`src/sfp_defs.svh`:
```
// Shared constants for the serial frame port: fields, codes, reset values, timing
// How it works
// - Device samples serial_in on serial clock falls
// - Host keeps write-only frames at 50 MHz max
// - Host keeps read or convert frames at 20 MHz max
// - Frame select low; sixteen falling edges per frame
// - Device changes serial_out on serial clock rises
// - Outgoing MSB appears when frame select falls
// - Advance only on a rise following a fall
// - Readback, results and temperature go out serially
// - Reset pin low restores defaults asynchronously
// - Each of eight pins: DAC, ADC, input, output
// - Pin seven can show conversion busy
`ifndef SFP_DEFS_SVH
`define SFP_DEFS_SVH

// Frame length
`define SFP_LAST_BIT        5'h0F
`define SFP_FRAME_BITS      5'h10
`define SFP_HOST_LAST_BIT   4'hF

// Command word fields
`define SFP_CMD_MSB         15
`define SFP_CMD_LSB         12
`define SFP_PIN_MSB         10
`define SFP_PIN_LSB         8
`define SFP_MODE_MSB        1
`define SFP_MODE_LSB        0
`define SFP_GPIO_MSB        7
`define SFP_GPIO_LSB        0
`define SFP_BUSY_EN_BIT     0
`define SFP_SEL_MSB         1
`define SFP_SEL_LSB         0

// Command codes
`define SFP_CMD_CFG         4'h1
`define SFP_CMD_GPIO        4'h2
`define SFP_CMD_BUSY        4'h3
`define SFP_CMD_CONVERT     4'h4
`define SFP_CMD_READSEL     4'h5

// Reset values
`define SFP_PIN_MODE_RST    16'hAAAA
`define SFP_GPIO_RST        8'h00
`define SFP_WORD_RST        16'h0000

// Timing: reference clock and link clock limits
`define SFP_REF_CLK_MHZ     40
`define SFP_WRITE_SCLK_MHZ  50
`define SFP_READ_SCLK_MHZ   20
`define SFP_SCLK_HALF_NS    200
`define SFP_HALF_CYC        ((`SFP_SCLK_HALF_NS * `SFP_REF_CLK_MHZ + 999) / 1000)

`endif

```
`src/sfp_pkg.sv`:
```
// Types shared by both ends of the serial frame port
package sfp_pkg;

  // Role of one configurable pin
  typedef enum logic [1:0] {
    MODE_DAC  = 2'h0,
    MODE_ADC  = 2'h1,
    MODE_DIN  = 2'h2,
    MODE_DOUT = 2'h3
  } pin_mode_type;

  // Source of the outgoing word
  typedef enum logic [1:0] {
    SEL_CONFIG = 2'h0,
    SEL_GPIO   = 2'h1,
    SEL_ADC    = 2'h2,
    SEL_TEMP   = 2'h3
  } read_sel_type;

  // Host frame sequencer
  typedef enum logic [5:0] {
    H_IDLE = 6'b000001,
    H_LEAD = 6'b000010,
    H_HIGH = 6'b000100,
    H_LOW  = 6'b001000,
    H_TAIL = 6'b010000,
    H_GAP  = 6'b100000
  } host_state_type;

endpackage

```
`src/sfp_link_if.sv`:
```
// Serial link between the host and the device
`timescale 1ns/1ps
`default_nettype none
interface sfp_link_if;
  logic sclk;
  logic frame_n;
  logic serial_in;
  logic serial_out;
  logic reset_n;

  // Host drives clock, frame, data and reset
  modport host_end (
    output sclk,
    output frame_n,
    output serial_in,
    output reset_n,
    input  serial_out
  );

  // Device only drives its serial output
  modport dev_end (
    input  sclk,
    input  frame_n,
    input  serial_in,
    input  reset_n,
    output serial_out
  );
endinterface
`default_nettype wire

```
`src/sfp_device.sv`:
```
// Device end: frame capture, serial readback and pin configuration
`timescale 1ns/1ps
`default_nettype none
`include "sfp_defs.svh"
module sfp_device
  import sfp_pkg::*;
(
  // Clock and reset
  input  wire logic        REF_CLK_I,
  input  wire logic        RST_I,
  // Link to the host
  sfp_link_if.dev_end      LINK,
  // Received words
  output logic [15:0]      RX_DATA_O,
  output logic             RX_VALID_O,
  // Conversion handshake and data sources
  output logic             CONV_START_O,
  input  wire logic        CONV_DONE_I,
  input  wire logic [15:0] ADC_DATA_I,
  input  wire logic [15:0] TEMP_DATA_I,
  // Configurable pins
  input  wire logic [7:0]  IO_IN_I,
  output logic [7:0]       IO_OUT_O,
  output logic [7:0]       IO_OE_O,
  output logic [15:0]      PIN_MODE_O,
  output logic             BUSY_O
);
  // Synchronisers for everything that arrives from the pins except the reset pin
  logic [1:0]  sclk_sync_q;
  logic [1:0]  frame_sync_q;
  logic [1:0]  sin_sync_q;
  logic [7:0]  io_meta_q;
  logic [7:0]  io_sync_q;
  logic        sclk_prev_q;
  logic        frame_prev_q;

  // Frame state
  logic [4:0]  bit_cnt_q;
  logic [4:0]  bit_cnt_d;
  logic [15:0] rx_shift_q;
  logic [15:0] rx_shift_d;
  logic        fall_seen_q;
  logic        fall_seen_d;
  logic [15:0] tx_q;
  logic [15:0] tx_d;

  // Configuration state
  logic [15:0] pin_mode_q;
  logic [7:0]  gpio_q;
  logic        busy_en_q;
  logic        busy_q;
  logic [1:0]  read_sel_q;
  logic [15:0] adc_q;
  logic [15:0] word_q;
  logic        word_valid_q;
  logic        conv_start_q;

  // Edge and frame decode
  wire         sclk_now   = sclk_sync_q[1];
  wire         frame_low  = ~frame_sync_q[1];
  wire         sclk_fall  = sclk_prev_q & ~sclk_now;
  wire         sclk_rise  = ~sclk_prev_q & sclk_now;
  wire         frame_fall = frame_prev_q & frame_low;
  wire         take_bit   = sclk_fall & frame_low & (bit_cnt_q < `SFP_FRAME_BITS);
  wire         word_done  = take_bit & (bit_cnt_q == `SFP_LAST_BIT);
  wire         shift_out  = sclk_rise & frame_low & fall_seen_q;
  wire [15:0]  word_in    = {rx_shift_q[14:0], sin_sync_q[1]};

  // Command decode of a finished word
  wire [3:0]   cmd        = word_in[`SFP_CMD_MSB:`SFP_CMD_LSB];
  wire [2:0]   pin_idx    = word_in[`SFP_PIN_MSB:`SFP_PIN_LSB];
  wire [1:0]   new_mode   = word_in[`SFP_MODE_MSB:`SFP_MODE_LSB];
  wire         do_cfg     = word_done & (cmd == `SFP_CMD_CFG);
  wire         do_gpio    = word_done & (cmd == `SFP_CMD_GPIO);
  wire         do_busy    = word_done & (cmd == `SFP_CMD_BUSY);
  wire         do_conv    = word_done & (cmd == `SFP_CMD_CONVERT);
  wire         do_sel     = word_done & (cmd == `SFP_CMD_READSEL);

  // Readback source for the next frame
  logic [15:0] read_word;
  always_comb
  begin
    case (read_sel_type'(read_sel_q))
      SEL_CONFIG: read_word = pin_mode_q;
      SEL_GPIO:   read_word = {8'h00, io_sync_q};
      SEL_ADC:    read_word = adc_q;
      SEL_TEMP:   read_word = TEMP_DATA_I;
      default:    read_word = `SFP_WORD_RST;
    endcase
  end

  // Next values of the frame shifters
  always_comb
  begin
    bit_cnt_d   = bit_cnt_q;
    rx_shift_d  = rx_shift_q;
    fall_seen_d = fall_seen_q;
    tx_d        = tx_q;
    if (!frame_low)
    begin
      bit_cnt_d   = '0;
      fall_seen_d = 1'b0;
    end
    else
    begin
      if (take_bit)
      begin
        rx_shift_d = word_in;
        bit_cnt_d  = bit_cnt_q + 5'h01;
      end
      if (sclk_fall)
        fall_seen_d = 1'b1;
      else if (shift_out)
        fall_seen_d = 1'b0;
    end
    if (frame_fall)
      tx_d = read_word;
    else if (shift_out)
      tx_d = {tx_q[14:0], 1'b0};
  end

  // Pin synchronisers; the reset pin clears them at once
  always_ff @(posedge REF_CLK_I or negedge LINK.reset_n)
  begin
    if (!LINK.reset_n)
    begin
      sclk_sync_q  <= 2'h0;
      frame_sync_q <= 2'h3;
      sin_sync_q   <= 2'h0;
      io_meta_q    <= 8'h00;
      io_sync_q    <= 8'h00;
      sclk_prev_q  <= 1'b0;
      frame_prev_q <= 1'b1;
    end
    else
    begin
      sclk_sync_q  <= {sclk_sync_q[0], LINK.sclk};
      frame_sync_q <= {frame_sync_q[0], LINK.frame_n};
      sin_sync_q   <= {sin_sync_q[0], LINK.serial_in};
      io_meta_q    <= IO_IN_I;
      io_sync_q    <= io_meta_q;
      sclk_prev_q  <= sclk_now;
      frame_prev_q <= frame_sync_q[1];
    end
  end

  // Frame shifters
  always_ff @(posedge REF_CLK_I or negedge LINK.reset_n)
  begin
    if (!LINK.reset_n)
    begin
      bit_cnt_q   <= 5'h00;
      rx_shift_q  <= `SFP_WORD_RST;
      fall_seen_q <= 1'b0;
      tx_q        <= `SFP_WORD_RST;
    end
    else if (RST_I)
    begin
      bit_cnt_q   <= 5'h00;
      rx_shift_q  <= `SFP_WORD_RST;
      fall_seen_q <= 1'b0;
      tx_q        <= `SFP_WORD_RST;
    end
    else
    begin
      bit_cnt_q   <= bit_cnt_d;
      rx_shift_q  <= rx_shift_d;
      fall_seen_q <= fall_seen_d;
      tx_q        <= tx_d;
    end
  end

  // Configuration registers, restored by the reset pin
  always_ff @(posedge REF_CLK_I or negedge LINK.reset_n)
  begin
    if (!LINK.reset_n)
    begin
      pin_mode_q <= `SFP_PIN_MODE_RST;
      gpio_q     <= `SFP_GPIO_RST;
      busy_en_q  <= 1'b0;
      read_sel_q <= 2'h0;
    end
    else if (RST_I)
    begin
      pin_mode_q <= `SFP_PIN_MODE_RST;
      gpio_q     <= `SFP_GPIO_RST;
      busy_en_q  <= 1'b0;
      read_sel_q <= 2'h0;
    end
    else
    begin
      if (do_cfg)
        pin_mode_q[{pin_idx, 1'b0} +: 2] <= new_mode;
      if (do_gpio)
        gpio_q <= word_in[`SFP_GPIO_MSB:`SFP_GPIO_LSB];
      if (do_busy)
        busy_en_q <= word_in[`SFP_BUSY_EN_BIT];
      if (do_sel)
        read_sel_q <= word_in[`SFP_SEL_MSB:`SFP_SEL_LSB];
    end
  end

  // Conversion tracking and word hand-off
  always_ff @(posedge REF_CLK_I or negedge LINK.reset_n)
  begin
    if (!LINK.reset_n)
    begin
      busy_q       <= 1'b0;
      adc_q        <= `SFP_WORD_RST;
      word_q       <= `SFP_WORD_RST;
      word_valid_q <= 1'b0;
      conv_start_q <= 1'b0;
    end
    else if (RST_I)
    begin
      busy_q       <= 1'b0;
      adc_q        <= `SFP_WORD_RST;
      word_q       <= `SFP_WORD_RST;
      word_valid_q <= 1'b0;
      conv_start_q <= 1'b0;
    end
    else
    begin
      busy_q       <= do_conv | (busy_q & ~CONV_DONE_I);
      conv_start_q <= do_conv;
      word_valid_q <= word_done;
      if (word_done)
        word_q <= word_in;
      if (busy_q & CONV_DONE_I)
        adc_q <= ADC_DATA_I;
    end
  end

  // Per-pin drive, with pin seven optionally showing busy
  genvar gi;
  generate
    for (gi = 0; gi < 8; gi++)
    begin : g_pin
      wire is_out  = (pin_mode_q[2*gi +: 2] == MODE_DOUT);
      wire as_busy = (gi == 7) && busy_en_q;
      assign IO_OE_O[gi]  = is_out | as_busy;
      assign IO_OUT_O[gi] = as_busy ? busy_q : gpio_q[gi];
    end
  endgenerate

  // Outputs
  assign LINK.serial_out = tx_q[15];
  assign RX_DATA_O       = word_q;
  assign RX_VALID_O      = word_valid_q;
  assign CONV_START_O    = conv_start_q;
  assign PIN_MODE_O      = pin_mode_q;
  assign BUSY_O          = busy_q;
endmodule
`default_nettype wire

```
`src/flat_wrapper.sv`:
```
// flat-port wrapper written by rule: the top's interface ports become plain ports
module sfp_device_flat import sfp_pkg::*;
  (REF_CLK_I, RST_I, RX_DATA_O, RX_VALID_O, CONV_START_O, CONV_DONE_I, ADC_DATA_I, TEMP_DATA_I, IO_IN_I, IO_OUT_O, IO_OE_O, PIN_MODE_O, BUSY_O, LINK_sclk, LINK_frame_n, LINK_serial_in, LINK_reset_n, LINK_serial_out);
  sfp_link_if LINK_i ();
  input  wire logic REF_CLK_I;
  input  wire logic RST_I;
  output logic [15:0] RX_DATA_O;
  output logic RX_VALID_O;
  output logic CONV_START_O;
  input  wire logic CONV_DONE_I;
  input  wire logic [15:0] ADC_DATA_I;
  input  wire logic [15:0] TEMP_DATA_I;
  input  wire logic [7:0] IO_IN_I;
  output logic [7:0] IO_OUT_O;
  output logic [7:0] IO_OE_O;
  output logic [15:0] PIN_MODE_O;
  output logic BUSY_O;
  input wire logic [$bits(LINK_i.sclk)-1:0] LINK_sclk;
  input wire logic [$bits(LINK_i.frame_n)-1:0] LINK_frame_n;
  input wire logic [$bits(LINK_i.serial_in)-1:0] LINK_serial_in;
  input wire logic [$bits(LINK_i.reset_n)-1:0] LINK_reset_n;
  output wire logic [$bits(LINK_i.serial_out)-1:0] LINK_serial_out;
  assign LINK_i.sclk = LINK_sclk;
  assign LINK_i.frame_n = LINK_frame_n;
  assign LINK_i.serial_in = LINK_serial_in;
  assign LINK_i.reset_n = LINK_reset_n;
  assign LINK_serial_out = LINK_i.serial_out;
  sfp_device u_core (.REF_CLK_I(REF_CLK_I), .RST_I(RST_I), .LINK(LINK_i), .RX_DATA_O(RX_DATA_O), .RX_VALID_O(RX_VALID_O), .CONV_START_O(CONV_START_O), .CONV_DONE_I(CONV_DONE_I), .ADC_DATA_I(ADC_DATA_I), .TEMP_DATA_I(TEMP_DATA_I), .IO_IN_I(IO_IN_I), .IO_OUT_O(IO_OUT_O), .IO_OE_O(IO_OE_O), .PIN_MODE_O(PIN_MODE_O), .BUSY_O(BUSY_O));
endmodule
```
`config.mk`:
```
export PLATFORM = sky130hd
export DESIGN_NAME = sfp_device_flat
export DESIGN_NICKNAME = d
export VERILOG_FILES = /design/src/sfp_pkg.sv /design/src/sfp_link_if.sv /design/src/sfp_device.sv /design/src/flat_wrapper.sv
export VERILOG_INCLUDE_DIRS = /design/src
export SDC_FILE = /design/constraint.sdc
export NUM_CORES = 1
export LEC_CHECK = 0
export ABC_AREA = 0
export BUFFER_PORTS_ARGS = -buffer_cell sky130_fd_sc_hd__buf_4
export CAP_MARGIN = 20
export CORE_UTILIZATION = 55
export DETAILED_ROUTE_END_ITERATION = 6
export PLACE_DENSITY = 0.79
export SYNTH_ARGS = -nofsm -noshare
export SYNTH_HDL_FRONTEND = slang
export SYNTH_SLANG_ARGS = --single-unit
```
`constraint.sdc`:
```
create_clock -name REF_CLK_I -period 2.8 [get_ports REF_CLK_I]
set_input_delay 0.56 -clock REF_CLK_I [delete_from_list [all_inputs] [get_ports REF_CLK_I]]
set_output_delay 0.56 -clock REF_CLK_I [all_outputs]
set_load 0.1 [all_outputs]
```
==> reports/metrics.csv <==
metric;value;unit
status;complete, no violations;
global-route usage over all layers;27.28;%
synthesized area;5533;µm²
leakage power;3.134;nW
layout cell share with drive strength beyond 1;26.55;%
commonest non-fill, non-tap cell in the layout;dfrtp_1;
CP top delay family;simple AND/OR/NAND/NOR gates;
Area Overhead vs Synth;23.90;%
DRT Wirelength;13.08;mm
post-CTS sizing;0;
ant diodes;0;
per-cell routed wire length;17.17;µm
synth unique cells;41;
I/O pin total;99;
die width;102.3;µm
initial antenna violation count;0;
Buffers on Ports;98;
first-pass GRT wire length;21.33;mm
CP Max Fanout;7;
clk_lat worst skew;520;ps
syn_nets;594;
# H-tree levels;4;
Routed Antenna Nets;0;
GPL Wtd Cong;0.8770;
Initial Util;56.61;%
die area;10460;µm²
initial drt markers;390;
dominant cells by area after synthesis;dfrtp_1, nand2_1, a21oi_1, mux2i_1, dfstp_2;
top cell type's share of synthesized area;50.66;%
CTS tree;yes;
Arr. time, crit path;2820;ps
RSZ-0062 raised after global routing;no;
share of synthesized flip-flops with an asynchronous set or reset;100.0;%
Die Y;102.3;µm
number of detailed-route iterations in the first pass;5;
Worst EP required;3190;ps
postcts setup bufs;0;
Synth Instances;542;
Avg Cell Area, Syn;10.21;µm²
final period utilization;86.88;%
number of warnings issued by yosys;0;
Final Max Tran Viols;0;
leading area contributor after synthesis;dfrtp_1;
Buffers & Inverters on Critical Path;1;
Core Area;9774;µm²
Via density;5.609;
startpoint types;register;
CP dominant cell by count;ha_1;
vias in the first global route;4259;
fmax;0.4111;GHz
Final HPWL DP;8.341;mm
relative slew slack;48.97;%
# nets final;668;
Hold/Removal Path Class;primary input to asynchronous set/reset pin;
drt drc;0;
Period minus WS final;2433;ps
CTS clk-pin slew, worst paths;60;ps
clk root buf;clkbuf_8;
Final Hold Viols;0;
CTS sink cnt;123;
Clock Skew;7.274;ps
final setup fails;0;
peak supply drop;0.3349;mV
Post-synth EDFFs;0;
critical path endpoint category;register;
Power Dens Cells;611.4;nW/µm²
Hold Buf Count CTS;0;
CP cell instances;inv_1 -> ha_1 -> ha_1 -> nor4b_1 -> nor3b_1 -> nand4_1 -> mux2i_1;
CTS buffer count;17;
crit-path max cell delay;530;ps
Max Cap Viol;0;
ys flop type;dfrtp_1;
Worst Tran Pin Value;765.5;ps
Synth Register Bits;123;
commonest cells after routing, fill and taps aside;dfrtp_1, buf_4, nand2_1;
Slowest cell on crit path;nor4b_1;
Pwr Total;4.191;mW
Setup CP Type;register to register;
Seq/Total Area, Yosys;55.88;%
grt ovf;0;
row count;36;
DR vias;4274;
reg2reg setup slack;370;ps
largest net degree at the start of global routing;55;
Clock Path Buffers;2;
Setup TNS Final;0;ps
state kept, by name, indices dropped and copies added, names as in the netlist, 5 cells and up:
name	cells
u_core.gpio_q	8
u_core.tx_q	16
u_core.io_sync_q	8
u_core.PIN_MODE_O	16
u_core.RX_DATA_O	16
u_core.adc_q	16
u_core.io_meta_q	8
u_core.bit_cnt_q	5
u_core.rx_shift_q	15
worst paths after layout:
path,endpoint,start,cells past startpoint
max,u_core.PIN_MODE_O[0]$_DFFE_PN0P_,u_core.rx_shift_q[7]$_DFFE_PN0P_,7
min,u_core.gpio_q[4]$_DFFE_PN0P_,LINK_reset_n,1
max reg2reg,u_core.PIN_MODE_O[0]$_DFFE_PN0P_,u_core.rx_shift_q[7]$_DFFE_PN0P_,7
min reg2reg,u_core.io_sync_q[4]$_DFF_PN0_,u_core.io_meta_q[4]$_DFF_PN0_,0
max in group asynchronous,u_core.frame_sync_q[0]$_DFF_PN1_,LINK_reset_n,2
min in group REF_CLK_I,u_core.io_meta_q[3]$_DFF_PN0_,IO_IN_I[3],1
power by group:
group          switching (mW)  leakage, nW  internal (mW)
Clock                   0.802        0.267           1.38
Sequential             0.0196         1.62           1.81
Combinational           0.107         1.24         0.0752
Total                   0.929         3.13           3.26
cell usage after synthesis (all sizes together) (8+ instances only):
master / n
a21oi: 63
a32o: 8
and2: 11
buf: 23
clkbuf: 25
dfrtp: 112
dfstp: 11
mux2: 15
mux2i: 30
nand2: 100
nand2b: 19
nor2: 46
o21ai: 14
final cells by class:
class                           instances  area (µm²)
Fill cell                             707        2919
Sequential cell                       123        3092
Timing Repair Buffer                  103       805.8
Multi-Input combinational cell        365        2168
Clock inverter                         14       172.7
Clock buffer                           18       427.9
Tap cell                              133       166.4
Inverter                                6       22.52
routing by layer:
layer / share of wire, % / global-route usage [%] / routed length, µm
met4: 1.6 / 10.11 / 204
met5: 0 / 0 / 0
met2: 49 / 42.18 / 6441
met3: 5.7 / 6.293 / 740
met1: 44 / 37.90 / 5694
metrics by stage:
step / hold WS, ps / area [µm²] / std cells / worst slack (ps) / util, %
finish: 50.42 / 6855 / 762 / 367.5 / 70.14
global route: 90.26 / 6855 / 762 / 241.4 / 70.14
CTS: 66.82 / 6828 / 761 / 415.0 / 69.85
detailed placement: 334.7 / 6227 / 729 / 477.5 / 63.71
global placement: 332.4 / 6227 / 729 / 681.7 / 63.71
floorplan: 264.4 / 5533 / 542 / 543.4 / -
logic make-up after synthesis:
group	Yosys count	share of synthesized area, %
buffers and inverters	54	5.088
AND/OR/NAND/NOR	219	19.36
multiplexers	46	8.887
XOR/XNOR	2	0.3167
flip-flops	123	55.88
adder cells (fa/ha/maj)	5	1.131
AO/OA/AOI/OAI	93	9.340
No activity file was read; power rests on OpenSTA's default activity.
